**src/ccrs_pkg.sv**
```systemverilog
// package of constants and types for the core register set
package ccrs_pkg;
  // ==========================================
  // widths and geometry
  localparam int DATA_W = 8;
  localparam int BANK_COUNT = 4;
  localparam int REGS_PER_BANK = 8;
  localparam int SFR_TOTAL = 119;
  // ==========================================
  // register offsets
  localparam logic [7:0] STACK_POINTER_ADDR = 8'h81;
  localparam logic [7:0] MEMORY_PAGE_SELECT_ADDR = 8'h92;
  localparam logic [7:0] PROGRAM_STATUS_WORD_ADDR = 8'hd0;
  localparam logic [7:0] WORKING_RESULT_REGISTER_ADDR = 8'he0;
  localparam logic [7:0] MULTIPLY_DIVIDE_OPERAND_ADDR = 8'hf0;
  localparam logic [7:0] SFR_BASE_ADDR = 8'h80;
  // ==========================================
  // reset values
  localparam logic [7:0] STACK_POINTER_RST = 8'h07;
  localparam logic [7:0] MEMORY_PAGE_SELECT_RST = 8'h00;
  localparam logic [7:0] PROGRAM_STATUS_WORD_RST = 8'h00;
  localparam logic [7:0] WORKING_RESULT_REGISTER_RST = 8'h00;
  localparam logic [7:0] MULTIPLY_DIVIDE_OPERAND_RST = 8'h00;
  // ==========================================
  // status word field positions
  localparam int CARRY_FLAG_POS = 7;
  localparam int NIBBLE_CARRY_FLAG_POS = 6;
  localparam int USER_FLAG_ZERO_POS = 5;
  localparam int BANK_SELECT_HIGH_POS = 4;
  localparam int BANK_SELECT_LOW_POS = 3;
  localparam int ARITH_EXCESS_FLAG_POS = 2;
  localparam int USER_FLAG_ONE_POS = 1;
  localparam int PARITY_FLAG_POS = 0;
  // ==========================================
  // stack operations
  typedef enum logic [1:0] {
    CCRS_STK_HOLD = 2'b00,
    CCRS_STK_PUSH = 2'b01,
    CCRS_STK_POP = 2'b10
  } ccrs_stk_e;
endpackage

```
**src/ccrs_bank_if.sv**
```systemverilog
// carrier between the register set and its working bank store
`timescale 1ns/1ps
interface ccrs_bank_if;
  logic [1:0] bankSel;
  logic [2:0] regIdx;
  logic [7:0] rdData;
  logic wrEn;
  logic [7:0] wrData;
  logic [7:0] ptrR0;
  logic [7:0] ptrR1;
  modport core (output bankSel, output regIdx, output wrEn, output wrData,
                input rdData, input ptrR0, input ptrR1);
  modport store (input bankSel, input regIdx, input wrEn, input wrData,
                 output rdData, output ptrR0, output ptrR1);
endinterface

```
**src/ccrs_bank_store.sv**
```systemverilog
// four banks of eight working registers
`timescale 1ns/1ps
module ccrs_bank_store
  import ccrs_pkg::*;
#(
  parameter int BANKS = 4,
  parameter int REGS = 8
) (
  // clock and reset
  input wire logic clk_sys,
  input wire logic rstSync_n,
  // bank access
  ccrs_bank_if.store bankBus
);
  import ccrs_pkg::*;
  // ==========================================
  // storage, flat index = bank*8 + reg, matching 0x00..0x1f
  logic [7:0] bankMem_ff [BANKS*REGS];
  wire [4:0] flatIdx = {bankBus.bankSel, bankBus.regIdx};
  wire [4:0] idxR0 = {bankBus.bankSel, 3'h0};
  wire [4:0] idxR1 = {bankBus.bankSel, 3'h1};

  always_ff @(posedge clk_sys or negedge rstSync_n) begin
    if (!rstSync_n) begin
      for (int i = 0; i < BANKS*REGS; i++) bankMem_ff[i] <= 8'h00;
    end else if (bankBus.wrEn) begin
      bankMem_ff[flatIdx] <= bankBus.wrData;
    end
  end

  assign bankBus.rdData = bankMem_ff[flatIdx];
  assign bankBus.ptrR0 = bankMem_ff[idxR0];
  assign bankBus.ptrR1 = bankMem_ff[idxR1];

  property p_bank_write;
    @(posedge clk_sys) disable iff (!rstSync_n)
      bankBus.wrEn |=> bankMem_ff[$past(flatIdx)] == $past(bankBus.wrData);
  endproperty
  a_bank_write: assert property (p_bank_write)
    else $error("bank write not stored");
endmodule

```
**src/ccrs_core.sv**
```systemverilog
// core register set: banks, status word, accumulator, operand, stack, page
`timescale 1ns/1ps
module ccrs_core
  import ccrs_pkg::*;
(
  // clock and reset
  input wire logic clk_sys,
  input wire logic arst_n,
  // byte access to special-function space
  input wire logic sfrWr,
  input wire logic sfrRd,
  input wire logic [7:0] sfrAddr,
  input wire logic [7:0] sfrWrData,
  output logic [7:0] sfrRdData,
  output logic sfrHit,
  output logic ramSel,
  // bit access by bit address
  input wire logic bitWr,
  input wire logic bitRd,
  input wire logic [7:0] bitAddr,
  input wire logic bitWrData,
  output logic bitRdData,
  output logic bitHit,
  // working register access in active bank
  input wire logic wregWr,
  input wire logic [2:0] wregIdx,
  input wire logic [7:0] wregWrData,
  output logic [7:0] wregRdData,
  // arithmetic result update
  input wire logic accLoad,
  input wire logic [7:0] accResult,
  input wire logic operandLoad,
  input wire logic [7:0] operandResult,
  input wire logic flagUpdate,
  input wire logic rotCarryLoad,
  input wire logic carryIn,
  input wire logic nibbleCarryIn,
  input wire logic excessIn,
  input wire logic mulDivOp,
  // stack
  input wire ccrs_pkg::ccrs_stk_e stackOp,
  // external ram indirect address
  input wire logic xramPtrSel,
  output logic [15:0] xramAddr,
  // register views
  output logic [7:0] accOut,
  output logic [7:0] operandOut,
  output logic [7:0] statusOut,
  output logic [7:0] stackPtrOut,
  output logic [1:0] activeBank
);
  import ccrs_pkg::*;

  // ==========================================
  // reset synchroniser
  logic rstMeta_ff;
  logic rstSync_ff;
  always_ff @(posedge clk_sys or negedge arst_n) begin
    if (!arst_n) begin
      rstMeta_ff <= 1'b0;
      rstSync_ff <= 1'b0;
    end else begin
      rstMeta_ff <= 1'b1;
      rstSync_ff <= rstMeta_ff;
    end
  end

  // ==========================================
  // helper functions
  function automatic logic isBitAddressable(input logic [7:0] a);
    isBitAddressable = a[7] && (a[2:0] == 3'h0);
  endfunction
  function automatic logic oddParity(input logic [7:0] v);
    oddParity = ^v;
  endfunction

  // ==========================================
  // registers
  logic [7:0] acc_ff;
  logic [7:0] operand_ff;
  logic [7:0] psw_ff;
  logic [7:0] sp_ff;
  logic [7:0] page_ff;
  logic [7:0] nxt_acc;
  logic [7:0] nxt_operand;
  logic [7:0] nxt_psw;
  logic [7:0] nxt_sp;
  logic [7:0] nxt_page;

  // ==========================================
  // address decode
  wire isSfr = sfrAddr[7];
  wire hitAcc = isSfr && (sfrAddr == WORKING_RESULT_REGISTER_ADDR);
  wire hitOp = isSfr && (sfrAddr == MULTIPLY_DIVIDE_OPERAND_ADDR);
  wire hitPsw = isSfr && (sfrAddr == PROGRAM_STATUS_WORD_ADDR);
  wire hitSp = isSfr && (sfrAddr == STACK_POINTER_ADDR);
  wire hitPage = isSfr && (sfrAddr == MEMORY_PAGE_SELECT_ADDR);
  wire anyHit = hitAcc | hitOp | hitPsw | hitSp | hitPage;
  // other sfrs of the 119 live in peripherals; here they read zero
  wire [7:0] byteRead = hitAcc ? acc_ff :
                        hitOp ? operand_ff :
                        hitPsw ? psw_ff :
                        hitSp ? sp_ff :
                        hitPage ? page_ff : 8'h00;

  // bit address: 0x80.. maps to byte {addr[7:3],000}, bit addr[2:0]
  wire [7:0] bitByte = {bitAddr[7:3], 3'h0};
  wire bitIsSfr = bitAddr[7] && isBitAddressable(bitByte);
  wire bAcc = bitIsSfr && (bitByte == WORKING_RESULT_REGISTER_ADDR);
  wire bOp = bitIsSfr && (bitByte == MULTIPLY_DIVIDE_OPERAND_ADDR);
  wire bPsw = bitIsSfr && (bitByte == PROGRAM_STATUS_WORD_ADDR);
  wire bAny = bAcc | bOp | bPsw;
  wire [7:0] bitSrc = bAcc ? acc_ff : bOp ? operand_ff : bPsw ? psw_ff : 8'h00;
  wire [7:0] bitMask = 8'h01 << bitAddr[2:0];

  // ==========================================
  // next-state logic
  always_comb begin
    nxt_acc = acc_ff;
    nxt_operand = operand_ff;
    nxt_psw = psw_ff;
    nxt_sp = sp_ff;
    nxt_page = page_ff;
    // software byte writes; unmapped writes fall through untouched
    if (sfrWr && hitAcc) nxt_acc = sfrWrData;
    if (sfrWr && hitOp) nxt_operand = sfrWrData;
    if (sfrWr && hitPsw) nxt_psw = sfrWrData;
    if (sfrWr && hitSp) nxt_sp = sfrWrData;
    if (sfrWr && hitPage) nxt_page = sfrWrData;
    // single-bit writes
    if (bitWr && bAcc) nxt_acc = bitWrData ? (acc_ff | bitMask) : (acc_ff & ~bitMask);
    if (bitWr && bOp) nxt_operand = bitWrData ? (operand_ff | bitMask)
                                              : (operand_ff & ~bitMask);
    if (bitWr && bPsw) nxt_psw = bitWrData ? (psw_ff | bitMask) : (psw_ff & ~bitMask);
    // execution results win over software writes in the same cycle
    if (accLoad) nxt_acc = accResult;
    if (operandLoad) nxt_operand = operandResult;
    if (flagUpdate) begin
      nxt_psw[CARRY_FLAG_POS] = carryIn;
      if (!mulDivOp) nxt_psw[NIBBLE_CARRY_FLAG_POS] = nibbleCarryIn;
      nxt_psw[ARITH_EXCESS_FLAG_POS] = excessIn;
    end
    if (rotCarryLoad) nxt_psw[CARRY_FLAG_POS] = carryIn;
    case (stackOp)
      CCRS_STK_PUSH: nxt_sp = sp_ff + 8'h01;
      CCRS_STK_POP: nxt_sp = sp_ff - 8'h01;
      default: nxt_sp = nxt_sp;
    endcase
    // parity is not storable: always recomputed from the new accumulator
    nxt_psw[PARITY_FLAG_POS] = oddParity(nxt_acc);
  end

  always_ff @(posedge clk_sys or negedge rstSync_ff) begin
    if (!rstSync_ff) begin
      acc_ff <= WORKING_RESULT_REGISTER_RST;
      operand_ff <= MULTIPLY_DIVIDE_OPERAND_RST;
      psw_ff <= PROGRAM_STATUS_WORD_RST;
      sp_ff <= STACK_POINTER_RST;
      page_ff <= MEMORY_PAGE_SELECT_RST;
    end else begin
      acc_ff <= nxt_acc;
      operand_ff <= nxt_operand;
      psw_ff <= nxt_psw;
      sp_ff <= nxt_sp;
      page_ff <= nxt_page;
    end
  end

  // ==========================================
  // working bank store
  ccrs_bank_if bankBus ();
  wire [1:0] bankBits = {psw_ff[BANK_SELECT_HIGH_POS], psw_ff[BANK_SELECT_LOW_POS]};
  assign bankBus.bankSel = bankBits;
  assign bankBus.regIdx = wregIdx;
  assign bankBus.wrEn = wregWr;
  assign bankBus.wrData = wregWrData;

  ccrs_bank_store #(
    .BANKS(BANK_COUNT),
    .REGS(REGS_PER_BANK)
  ) u_bank (
    .clk_sys(clk_sys),
    .rstSync_n(rstSync_ff),
    .bankBus(bankBus)
  );

  // external ram address: page high, pointer low
  wire [7:0] ptrLow = xramPtrSel ? bankBus.ptrR1 : bankBus.ptrR0;
  wire [15:0] nxt_xram = {page_ff, ptrLow};

  // ==========================================
  // registered outputs; reads answer one cycle after the request
  always_ff @(posedge clk_sys or negedge rstSync_ff) begin
    if (!rstSync_ff) begin
      sfrRdData <= 8'h00;
      sfrHit <= 1'b0;
      ramSel <= 1'b0;
      bitRdData <= 1'b0;
      bitHit <= 1'b0;
      wregRdData <= 8'h00;
      xramAddr <= 16'h0000;
    end else begin
      sfrRdData <= sfrRd ? byteRead : 8'h00;
      sfrHit <= sfrRd && anyHit;
      ramSel <= (sfrRd || sfrWr) && !isSfr;
      bitRdData <= bitRd && bAny && bitSrc[bitAddr[2:0]];
      bitHit <= bitRd && bAny;
      wregRdData <= bankBus.rdData;
      xramAddr <= nxt_xram;
    end
  end

  always_ff @(posedge clk_sys or negedge rstSync_ff) begin
    if (!rstSync_ff) begin
      accOut <= WORKING_RESULT_REGISTER_RST;
      operandOut <= MULTIPLY_DIVIDE_OPERAND_RST;
      statusOut <= PROGRAM_STATUS_WORD_RST;
      stackPtrOut <= STACK_POINTER_RST;
      activeBank <= 2'h0;
    end else begin
      accOut <= nxt_acc;
      operandOut <= nxt_operand;
      statusOut <= nxt_psw;
      stackPtrOut <= nxt_sp;
      activeBank <= nxt_psw[BANK_SELECT_HIGH_POS:BANK_SELECT_LOW_POS];
    end
  end

  // ==========================================
  // assertions
  property p_parity;
    @(posedge clk_sys) disable iff (!rstSync_ff) psw_ff[PARITY_FLAG_POS] == ^acc_ff;
  endproperty
  a_parity: assert property (p_parity)
    else $error("parity bit does not match accumulator");

  property p_push;
    @(posedge clk_sys) disable iff (!rstSync_ff)
      (stackOp == CCRS_STK_PUSH) |=> sp_ff == $past(sp_ff) + 8'h01;
  endproperty
  a_push: assert property (p_push)
    else $error("push did not raise stack pointer");

  property p_pop;
    @(posedge clk_sys) disable iff (!rstSync_ff)
      (stackOp == CCRS_STK_POP) |=> sp_ff == $past(sp_ff) - 8'h01;
  endproperty
  a_pop: assert property (p_pop)
    else $error("pop did not lower stack pointer");

  property p_sp_reset;
    @(posedge clk_sys) $rose(rstSync_ff) |-> sp_ff == STACK_POINTER_RST;
  endproperty
  a_sp_reset: assert property (p_sp_reset)
    else $error("stack pointer reset value wrong");

  property p_psw_reset;
    @(posedge clk_sys) $rose(rstSync_ff) |->
      psw_ff == PROGRAM_STATUS_WORD_RST && page_ff == MEMORY_PAGE_SELECT_RST;
  endproperty
  a_psw_reset: assert property (p_psw_reset)
    else $error("status word or page not cleared on reset");

  property p_carry;
    @(posedge clk_sys) disable iff (!rstSync_ff)
      flagUpdate |=> psw_ff[CARRY_FLAG_POS] == $past(carryIn);
  endproperty
  a_carry: assert property (p_carry)
    else $error("carry flag not updated");

  property p_excess;
    @(posedge clk_sys) disable iff (!rstSync_ff)
      flagUpdate |=> psw_ff[ARITH_EXCESS_FLAG_POS] == $past(excessIn);
  endproperty
  a_excess: assert property (p_excess)
    else $error("excess flag not updated");

  property p_nibble;
    @(posedge clk_sys) disable iff (!rstSync_ff)
      (flagUpdate && !mulDivOp) |=> psw_ff[NIBBLE_CARRY_FLAG_POS] == $past(nibbleCarryIn);
  endproperty
  a_nibble: assert property (p_nibble)
    else $error("nibble carry not updated");

  property p_acc_rw;
    @(posedge clk_sys) disable iff (!rstSync_ff)
      (sfrWr && sfrAddr == 8'he0 && !accLoad && !bitWr) ##1 (sfrRd && sfrAddr == 8'he0)
        |=> sfrRdData == $past(sfrWrData, 2);
  endproperty
  a_acc_rw: assert property (p_acc_rw)
    else $error("accumulator read-back mismatch");

  property p_unmapped;
    @(posedge clk_sys) disable iff (!rstSync_ff)
      (sfrRd && !anyHit) |=> sfrRdData == 8'h00 && !sfrHit;
  endproperty
  a_unmapped: assert property (p_unmapped)
    else $error("unmapped read not zero");

  property p_xram;
    @(posedge clk_sys) disable iff (!rstSync_ff)
      1'b1 |=> xramAddr[15:8] == $past(page_ff);
  endproperty
  a_xram: assert property (p_xram)
    else $error("page byte not on external address");

  property p_page_write;
    @(posedge clk_sys) disable iff (!rstSync_ff)
      (sfrWr && hitPage) |=> page_ff == $past(sfrWrData);
  endproperty
  a_page_write: assert property (p_page_write)
    else $error("page register write not stored");

  // bit writes may touch the user flags too, so only plain byte writes count
  property p_user_flags;
    @(posedge clk_sys) disable iff (!rstSync_ff)
      (sfrWr && hitPsw && !bitWr) |=>
        psw_ff[USER_FLAG_ZERO_POS] == $past(sfrWrData[USER_FLAG_ZERO_POS]) &&
        psw_ff[USER_FLAG_ONE_POS] == $past(sfrWrData[USER_FLAG_ONE_POS]);
  endproperty
  a_user_flags: assert property (p_user_flags)
    else $error("user flag not stored");

  property p_ram_sel;
    @(posedge clk_sys) disable iff (!rstSync_ff)
      ((sfrRd || sfrWr) && !sfrAddr[7]) |=> ramSel;
  endproperty
  a_ram_sel: assert property (p_ram_sel)
    else $error("low direct address did not select ram");

  property p_bit_miss;
    @(posedge clk_sys) disable iff (!rstSync_ff)
      (bitRd && !bAny) |=> !bitHit && !bitRdData;
  endproperty
  a_bit_miss: assert property (p_bit_miss)
    else $error("unmapped bit read not zero");
endmodule

```
**config.mk**
```make
export PLATFORM = sky130hd
export DESIGN_NAME = ccrs_core
export DESIGN_NICKNAME = d
export VERILOG_FILES = /design/src/ccrs_pkg.sv /design/src/ccrs_bank_if.sv /design/src/ccrs_bank_store.sv /design/src/ccrs_core.sv
export SDC_FILE = /design/constraint.sdc
export NUM_CORES = 1
export LEC_CHECK = 0
export ABC_CLOCK_PERIOD_IN_PS = 14000
export BUFFER_PORTS_ARGS = -buffer_cell sky130_fd_sc_hd__buf_4
export CAP_MARGIN = 20
export CORE_MARGIN = 5
export CORE_UTILIZATION = 30
export DETAILED_ROUTE_END_ITERATION = 10
export PLACE_DENSITY = 0.46
export SYNTH_ARGS = -nofsm -noshare
export SYNTH_HDL_FRONTEND = slang
export SYNTH_SLANG_ARGS = --single-unit
```
**constraint.sdc**
```tcl
create_clock -name clk_sys -period 14 [get_ports clk_sys]
set_input_delay 0.7 -clock clk_sys [delete_from_list [all_inputs] [get_ports clk_sys]]
set_output_delay 0.7 -clock clk_sys [all_outputs]
set_load 0.02 [all_outputs]
```
### Word level (Yosys, flattened, before mapping)

Index checks and enable logic that the tools add are counted.

| operators by class | value |
|---|---|
| $add $sub $neg | 2 |
| order comparisons | 5 |
| eq/ne operators | 10 |
| shifts and indexed selects | 1 |
| mux-type cells | 41 |
| bitwise operators | 16 |
| reduce and logical (&&, ||, !) cells | 29 |

Operator list:

| cell | number |
|---|---|
| 256-bit bitwise mux | 1 |
| 8-bit 2-to-1 mux | 29 |
| 8-bit binary-select mux with 5-bit select | 3 |
| 8-bit demux with 5-bit select | 1 |
| 8-bit == test, second input constant | 5 |
| 8-bit AND | 3 |
| 8-bit bitwise OR | 3 |
| 1-bit logical AND | 21 |
| 6-bit greater-or-equal comparator, second input constant | 3 |
| 5-bit inverter with 6-bit output | 3 |
| 8-bit case mux with 2 select lines | 1 |
| 5-bit == test, second input constant | 3 |
| 3-bit nonzero test | 3 |
| 8-bit by 1-bit adder with 8-bit output, second input constant | 1 |
| 8-bit inverter | 1 |
| 8-bit parity | 1 |
| 1-bit by 3-bit << shifter with 8-bit output, first input constant | 1 |
| 8-bit by 1-bit subtractor with 8-bit output, second input constant | 1 |
| 6-bit by 1-bit less-than comparator with 1-bit output, second input constant | 1 |
| 1-bit bitwise OR | 6 |
| 3-bit by 4-bit less-than comparator with 1-bit output, second input constant | 1 |
| 1-bit 2-to-1 mux | 4 |
| 4-bit nonzero test | 1 |
| 1-bit binary-select mux with 3-bit select | 1 |
| other kinds (6) | 6 |

| storage, ports and cells | value |
|---|---|
| register bits | 336 |
| input bits | 70 |

### Depth between registers and ports, before layout

Gate-level depths: netlist of run 1.

| depth | value |
|---|---|
| depth in word-level cells | 8 |
| gate-level depth with buffers | 11 |
| mapped depth without buffers | 11 |

### Modules after synthesis

A second synthesis of run 1 with hierarchy kept.

| second synthesis, totals | value |
|---|---|
| cells, all modules | 1337 |
| area total of the unflattened synthesis | 16788.6 um^2 |

By module, submodules not included:

| module | instances | cells each | area an instance (um^2) |
|---|---|---|---|
| ccrs_bank_store | 1 | 875 | 12273.0 |
| ccrs_core | 1 | 462 | 4515.6 |

### Worst setup path before layout of run 1

No wires, ideal clock.

| path | value |
|---|---|
| path kind | in2reg |
| from | in stackOp[0] |
| to | reg stackPtrOut[7] |
| data arrival time | 2.492 ns |
| data required time | 13.913 ns |
| slack | 11.421 ns |
| stages on the path | 10 |
| buffers on the path | 0 |
| path through | inv_1 ha_1 ha_1 a21o_1 a21oi_1 o21bai_1 a21oi_1 o21bai_1 a2111o_1 o211ai_1 |

| between the ends | value |
|---|---|
| word-level cells in the longest chain between the ends | 2 |
| elaborated cells between the ends (all ways) | 4 |
| classes of those cells | eq/ne (2); mux (1); reduce/logical (1) |

Ends and longest elaborated chain:

| element | RTL line | text |
|---|---|---|
| start: declaration | ccrs_core.sv:41 | `input wire ccrs_pkg::ccrs_stk_e stackOp,` |
| 2-bit == test or 2-bit by 1-bit == test with 1-bit output (tied branches) | ccrs_core.sv:144 | `case (stackOp)` |
| 8-bit case mux with 2 select lines or 3-bit nonzero test (tied branches) | - |  |
| end signal: assignment | ccrs_core.sv:224 | `stackPtrOut <= nxt_sp;` |
| end: declaration | ccrs_core.sv:49 | `output logic [7:0] stackPtrOut,` |

Parallel ways exist; a longest one is shown, timed or not.
A chain may end at the register's enable or synchronous reset.

### Worst setup path after layout of run 1

| path | value |
|---|---|
| from | in wregIdx[1] |
| to | reg u_bank.bankMem_ff[139] in the netlist's numbering |

| between the ends | value |
|---|---|
| word-level cells in the longest chain between the ends | 6 |
| elaborated cells between the ends (all ways) | 7 |
| classes of those cells | order compare (2); mux (3); bitwise (1); reduce/logical (1) |

Ends and longest elaborated chain:

| element | RTL line | text |
|---|---|---|
| start: declaration | ccrs_core.sv:26 | `input wire logic [2:0] wregIdx,` |
| 5-bit inverter with 6-bit output (not written as such) * | ccrs_bank_store.sv:27 | `bankMem_ff[flatIdx] <= bankBus.wrData;` |
| 6-bit greater-or-equal comparator (not written as such) or 6-bit by 1-bit less-than comparator with 1-bit output (tied branches) | ccrs_bank_store.sv:27 |  |
| 1-bit logical AND (not written as such) | ccrs_bank_store.sv:27 |  |
| 8-bit 2-to-1 mux (not written as such) | ccrs_bank_store.sv:27 |  |
| 8-bit demux with 5-bit select * | ccrs_bank_store.sv:27 |  |
| 256-bit bitwise mux * | ccrs_bank_store.sv:27 |  |
| end signal: indexed assignment | ccrs_bank_store.sv:27 |  |
| end: declaration | ccrs_bank_store.sv:18 | `logic [7:0] bankMem_ff [BANKS*REGS];` |

Mark *: on every way between the ends. The rest lies on a longest branch, timed or not.

==> flow_summary.json, run 1 <==
{
  "synth.top_cell.area_share_pct": 50.4,
  "syn-cell-area_sq_um": 16400,
  "arrival_ns": 3.64,
  "synth_cells": 1247,
  "finClkSkew_ns": 0.0308,
  "grt_first_pass_wirelength_um": 76200,
  "coreArea_sq_um": 54000,
  "dp_hpwl_um": 33000,
  "cts_sinks": 334,
  "portBuffers": 139,
  "grt_use_total_pct": 16.5,
  "core.rowCount": 85,
  "grt_overflow_total": 0,
  "drt-total-wl_um": 49800,
  "timing.fmax_mhz": 312,
  "multi_input_area_sq_um": 7620,
  "final-seq-area_sq_um": 8370,
  "final_cell_mix": "dfrtp_1 (328), mux2_2 (309), buf_4 (148)",
  "fin_crit_ns": 3.21,
  "cap_violations": 0,
  "antenna_found_initial": 1,
  "synth-edff-count": 0,
  "pre_cts_slack_ns": 10.21,
  "antenna_left": 0,
  "required_ns": 14.43,
  "fin_nets": 1426,
  "critPathMaxFanout": 60,
  "drtPass1Iterations": 5,
  "tns_ns": 0,
  "yosys_warnings": 0,
  "clkPwrFrac_pct": 33.7,
  "timing.final.ws_setup_ns": 10.79,
  "seqPwrFrac_pct": 41.8,
  "ys_seq_elements": 334,
  "wl_per_cell_um": 24.0,
  "drive_above_1_share_pct": 43.7,
  "gp_congestion": 0.825,
  "io_pins": 140,
  "antennaDiodeCount": 0,
  "outcome": "finished, final reports clean",
  "rsz0062_at_grt": "false",
  "clockBufferDepth": 3,
  "synth_area_leader_cell": "dfrtp_1",
  "p_comb_share_pct": 24.4,
  "syn_area_per_cell_sq_um": 13.2,
  "num_vias": 11012,
  "p_per_area_nw_per_um2": 176,
  "p_leak_nw": 8.62,
  "drt_iter0_drc": 628,
  "start_util_pct": 30.4,
  "crit_path_end_kind": "register",
  "slew_viol_final": 0,
  "synth_flop_cell": "dfrtp_1",
  "tightest_slew_ns": 1.03,
  "yosysSeqAreaShare_pct": 50.9,
  "drc": 0,
  "synthToLayoutAreaGrowth_pct": 18.9,
  "r2r_slack_ns": 11.09,
  "grt_pass1_vias": 11621,
  "cts_root_buf": "clkbuf_16",
  "post_dp_cell_area_sq_um": 18000,
  "startpoint_type": "primary input",
  "fin_area_sq_um": 19500,
  "irDropWorstVdd_v": 0.0000867,
  "min_period_over_period_pct": 22.9,
  "synthTopCellsByArea": "dfrtp_1 (50%), mux2_2 (21%), mux4_2 (7.3%)",
  "worstHoldPathType": "primary input to register",
  "grt_max_degree": 171,
  "dieArea_sq_um": 59600,
  "clk_latency_ns": 0.58,
  "hold_viol_final": 0,
  "cts_setup_buffers": 0,
  "intPower_w": 0.00242,
  "async_flop_share_pct": 100,
  "syn_nets": 1325,
  "clkTransAtPathRegs_ns": 0.06,
  "setup-violations-final": 0,
  "p_sw_share_pct": 29.6,
  "holdWs_ns": 0.294,
  "fin_cells": 2075,
  "vias_per_cell": 5.31,
  "power.switching_w": 0.00102,
  "final_common_cell": "dfrtp_1",
  "crit_type": "primary input to register",
  "dieHeight_um": 244,
  "ys_types": 71,
  "cts_tree": "done",
  "slew_headroom_pct": 31.1,
  "htree_levels": 2,
  "die_w_um": 244,
  "cts_inserted_buffers": 42,
  "fillers": 5202,
  "dp.cells": 1999
}
-- worst max-delay path: stages --
cell and delay (ns):
buf_4 0.18, buf_4 0.71, nor2b_2 0.27, buf_4 0.37, nand2_1 0.29, nor2_1 0.62, mux2_2 0.41
-- power by group through the flow --
stage / logic [W] / registers (W) / clock network (W)
finish: 0.000841 / 0.00144 / 0.00116
detailed placement: 0.000851 / 0.00146 / 0
global route: 0.000913 / 0.00147 / 0.00124
floorplan: 0.000555 / 0.00143 / 0
global placement: 0.000837 / 0.00146 / 0
CTS: 0.000854 / 0.00144 / 0.00120
-- synth_stat cells, types with 3 or more instances --
cell,count
o21bai_1,3
xor2_1,3
mux2_2,309
o211ai_1,11
nor3_1,11
a21oi_1,43
a21boi_0,7
a22o_1,5
nor2_2,6
buf_4,3
o32ai_1,3
and3_1,6
nand3_1,10
a22oi_1,31
a211oi_1,11
dfrtp_1,331
buf_1,5
and2_1,6
nand2_1,54
mux4_2,53
xnor2_1,6
nor3b_1,6
or2_2,4
nor2b_1,12
o22ai_1,3
a31oi_1,8
nand2b_1,8
nand3b_1,5
dfstp_2,3
o21ai_0,18
mux2i_1,28
clkbuf_1,61
nor2_1,57
ha_1,7
inv_1,13
buf_2,22
a221oi_1,32
o22a_1,4
-- final timing paths --
kind                       startpoint                         end  cells past startpoint
min                        sfrAddr[7]                      ramSel                      2
max reg2reg                  register      u_bank.bankMem_ff[199]                      6
max                        wregIdx[1]      u_bank.bankMem_ff[139]                      7
min in group asynchronous  rstSync_ff      u_bank.bankMem_ff[136]                      0
min reg2reg                rstMeta_ff                  rstSync_ff                      0
max in group asynchronous  rstSync_ff  asynchronous set/reset pin                      2
-- routing by layer --
metal	vias to the layer above	global-route usage [%]	part of all wire, %
met5	-	0	0
met4	0	4.45	2.0
met3	58	2.38	4.2
met2	212	26.7	49
met1	5879	23.4	45
li1	4863	-	-
-- metrics by stage --
stage	util [%]	power [W]
4_1_cts	36.2	0.00350
5_1_grt	36.2	0.00362
6_report	36.2	0.00344
3_3_place_gp	33.4	0.00229
3_5_place_dp	33.4	0.00231
2_1_floorplan	-	0.00199
-- area by class of cell --
class | count | area share [%]
Clock buffer | 59 | 6.22
Clock inverter | 16 | 1.43
Inverter | 13 | 0.250
Multi-Input combinational cell | 807 | 39.0
Sequential cell | 334 | 42.8
Tap cell | 696 | 4.46
Timing Repair Buffer | 150 | 5.84
-- cell families after synthesis --
| family | Yosys count | share of synthesized area (%) |
|---|---|---|
| other cells | 1 | 0.0228 |
| compound gates | 197 | 8.43 |
| flops | 334 | 50.9 |
| fa+ha+maj | 8 | 0.655 |
| simple gates | 200 | 6.40 |
| xor+xnor | 10 | 0.624 |
| mux | 391 | 30.2 |
| buf+inv | 106 | 2.77 |
-- registers in the layout, summed over array words and instances, names as in the netlist, named ones only --
name	cells
accOut	8
bitHit	1
bitRdData	1
page_ff	8
ramSel	1
rstMeta_ff	1
rstSync_ff	1
sfrHit	1
sfrRdData	8
stackPtrOut	8
statusOut	2
u_bank.bankMem_ff	256
wregRdData	8
xramAddr	16
-- what timing repair did --
action / 4_1_cts / 5_1_grt
gates resized for setup: 0 / 0
hold endpoints to repair: 2 / 0
hold buffers: 1 / 0
Power figures use the tool's default switching activity.
==> run 2: changes to the inputs <==
ABC_CLOCK_PERIOD_IN_PS = 2850   (was 14000)
PLACE_DENSITY = 0.47   (was 0.46)
clock period = 2.85 ns   (was 14 ns; I/O delays follow)
==> run 2 against run 1 <==
Net effect:
- die area stayed put
- design area is 3.0% higher
- non-clock buffer count is 76 higher
- final cell count is 3.6% higher
- critical path depth is 2 higher
- register-to-register slack worse by 11 ns
- global-route usage is 0.25 points higher
- routed wire length is 1.6% higher
- setup slack worse by 11 ns
- utilization is 1.1 points higher
- clock skew hardly changed
- highest routed layer unchanged
==> flow_summary.json, run 2 (same netlist as run 1, synthesis figures left out) <==
{
  "outcome": "finished, final reports clean",
  "pre_cts_slack_ns": 0.314,
  "grt_use_total_pct": 16.8,
  "grt_max_degree": 85,
  "clockBufferDepth": 3,
  "core.rowCount": 85,
  "top_register": "u_bank.bankMem_ff",
  "cp_common_cell": "dlygate4sd3_1",
  "synthToLayoutAreaGrowth_pct": 22.5,
  "fin_cells": 2150,
  "drive_above_1_share_pct": 43.2,
  "gp_congestion": 0.854,
  "intPower_w": 0.0115,
  "cts_inserted_buffers": 42,
  "slew_viol_final": 0,
  "p_per_area_nw_per_um2": 816,
  "irDropWorstVdd_v": 0.000375,
  "fillers": 5168,
  "die_w_um": 244,
  "drc": 0,
  "slew_headroom_pct": 49.3,
  "grt_overflow_total": 0,
  "startpoint_type": "primary input",
  "crit_path_end_kind": "register",
  "drt-total-wl_um": 50600,
  "wl_per_cell_um": 23.5,
  "num_vias": 11277,
  "grt_first_pass_wirelength_um": 77100,
  "portBuffers": 139,
  "required_ns": 3.29,
  "cts_sinks": 334,
  "antenna_left": 0,
  "cp_cell_sequence": "dlygate4sd3_1, buf_4, nor3b_4, nand3_1, nor3b_2, mux2i_1, a221oi_1, a31o_2, dlygate4sd3_1",
  "cp_slowest_cell": "dlygate4sd3_1",
  "hold_viol_final": 0,
  "cap_violations": 0,
  "grt_pass1_vias": 11780,
  "finClkSkew_ns": 0.0304,
  "p_sw_share_pct": 30.0,
  "tightest_slew_ns": 0.755,
  "drtPass1Iterations": 5,
  "dp.cells": 2032,
  "final_common_cell": "dfrtp_1",
  "largest_register_ffs": 256,
  "post_dp_cell_area_sq_um": 18300,
  "dieHeight_um": 244,
  "start_util_pct": 30.4,
  "worstHoldPathType": "primary input to register",
  "worstHoldStart": "operandLoad",
  "p_leak_nw": 8.92,
  "cts_tree": "done",
  "min_period_over_period_pct": 89.8,
  "power_w": 0.0164,
  "setup-violations-final": 0,
  "clkPwrFrac_pct": 31.1,
  "rsz0062_at_grt": "false",
  "final_cell_mix": "dfrtp_1 (328), mux2_2 (309), buf_4 (176)",
  "cts_setup_buffers": 0,
  "fin_area_sq_um": 20100,
  "fin_nets": 1502,
  "timing.final.ws_setup_ns": 0.290,
  "clkTransAtPathRegs_ns": 0.06,
  "crit_type": "primary input to register",
  "cpPeakStageDelay_ns": 0.54,
  "antenna_found_initial": 0,
  "power.switching_w": 0.00493,
  "p_comb_share_pct": 26.1,
  "clk_latency_ns": 0.58,
  "fin_crit_ns": 2.56,
  "post-route-util_pct": 37.3,
  "vias_per_cell": 5.25,
  "cts_root_buf": "clkbuf_16",
  "crit_start": "sfrAddr[3]",
  "coreArea_sq_um": 54000,
  "top_regs": "u_bank.bankMem_ff: 256 flops, xramAddr: 16 flops",
  "io_pins": 140,
  "dieArea_sq_um": 59600,
  "seqPwrFrac_pct": 42.8,
  "antennaDiodeCount": 0,
  "htree_levels": 2,
  "drt_iter0_drc": 820,
  "dp_hpwl_um": 33600,
  "timing.fmax_mhz": 391,
  "arrival_ns": 3.00,
  "critPathMaxFanout": 7
}
## run 2: changes by cell type in the layout (fill, tap and decap cells not counted), sizes merged
cell         previous run  this run
clkinvlp                2         0
clkbuf                 59        66
clkinv                  6         7
inv                    15        14
bufinv                  6         0
buf                   149       182
dlygate4sd3             1        44
## run 2: worst paths after layout
| check | cells past startpoint | slack (ns) | endpoint |
|---|---|---|---|
| max reg2reg | 6 | 0.35 | wregRdData[7] |
| max in group asynchronous | 1 | 1.75 | stackPtrOut[2] |
| max | 9 | 0.29 | statusOut[6] |
| min reg2reg | 0 | 0.27 | u_bank.bankMem_ff[153] |
| min | 3 | 0.04 | register |
| min in group asynchronous | 0 | 0.27 | u_bank.bankMem_ff[153] |
## run 2: area by class of cell
| cell class | instances | area, sq um | share of cell area (%) |
|---|---|---|---|
| repair buffers | 226 | 1880 | 9.35 |
| clock buffers | 66 | 1240 | 6.17 |
| inverters | 13 | 48.8 | 0.242 |
| multi-input cells | 807 | 7620 | 37.9 |
| flip-flops and latches | 334 | 8370 | 41.6 |
| clock inverters | 8 | 93.8 | 0.466 |
| well taps | 696 | 871 | 4.33 |
## run 2: timing repair
action,in CTS,in global routing
setup endpoints to repair,0,1
hold buffers,44,0
hold endpoints to repair,61,0
resized for setup,0,1
## run 2: per-layer routing
| metal | share of wire (%) | global-route usage [%] | routed length (um) |
|---|---|---|---|
| met2 | 47 | 26.8 | 23900 |
| met5 | 0 | 0 | 0 |
| met3 | 4.2 | 2.80 | 2140 |
| met4 | 2.1 | 4.61 | 1080 |
| met1 | 46 | 23.7 | 23500 |
## run 2: worst max-delay path, delay by kind of cell
family	cells	cell delay, ns
buffers and inverters	3	1.22
AND/OR/NAND/NOR	3	1.06
AO/OA/AOI/OAI	2	0.32
multiplexers	1	0.24
## run 2: power groups by stage
stage               sequential [W]  clock (W)  combinational, W
floorplan                  0.00703          0           0.00273
global placement           0.00708          0           0.00422
detailed placement         0.00712          0           0.00426
CTS                        0.00704    0.00529           0.00433
global route               0.00720    0.00547           0.00464
finish                     0.00703    0.00510           0.00428
## run 2: per-stage QoR
| step | TNS, ns | hold slack, ns |
|---|---|---|
| 3_3_place_gp | 0 | -0.0728 |
| 6_report | 0 | 0.0403 |
| 4_1_cts | 0 | 0.000925 |
| 3_5_place_dp | 0 | -0.0713 |
| 2_1_floorplan | -149.70 | -0.153 |
| 5_1_grt | 0 | 0.0468 |
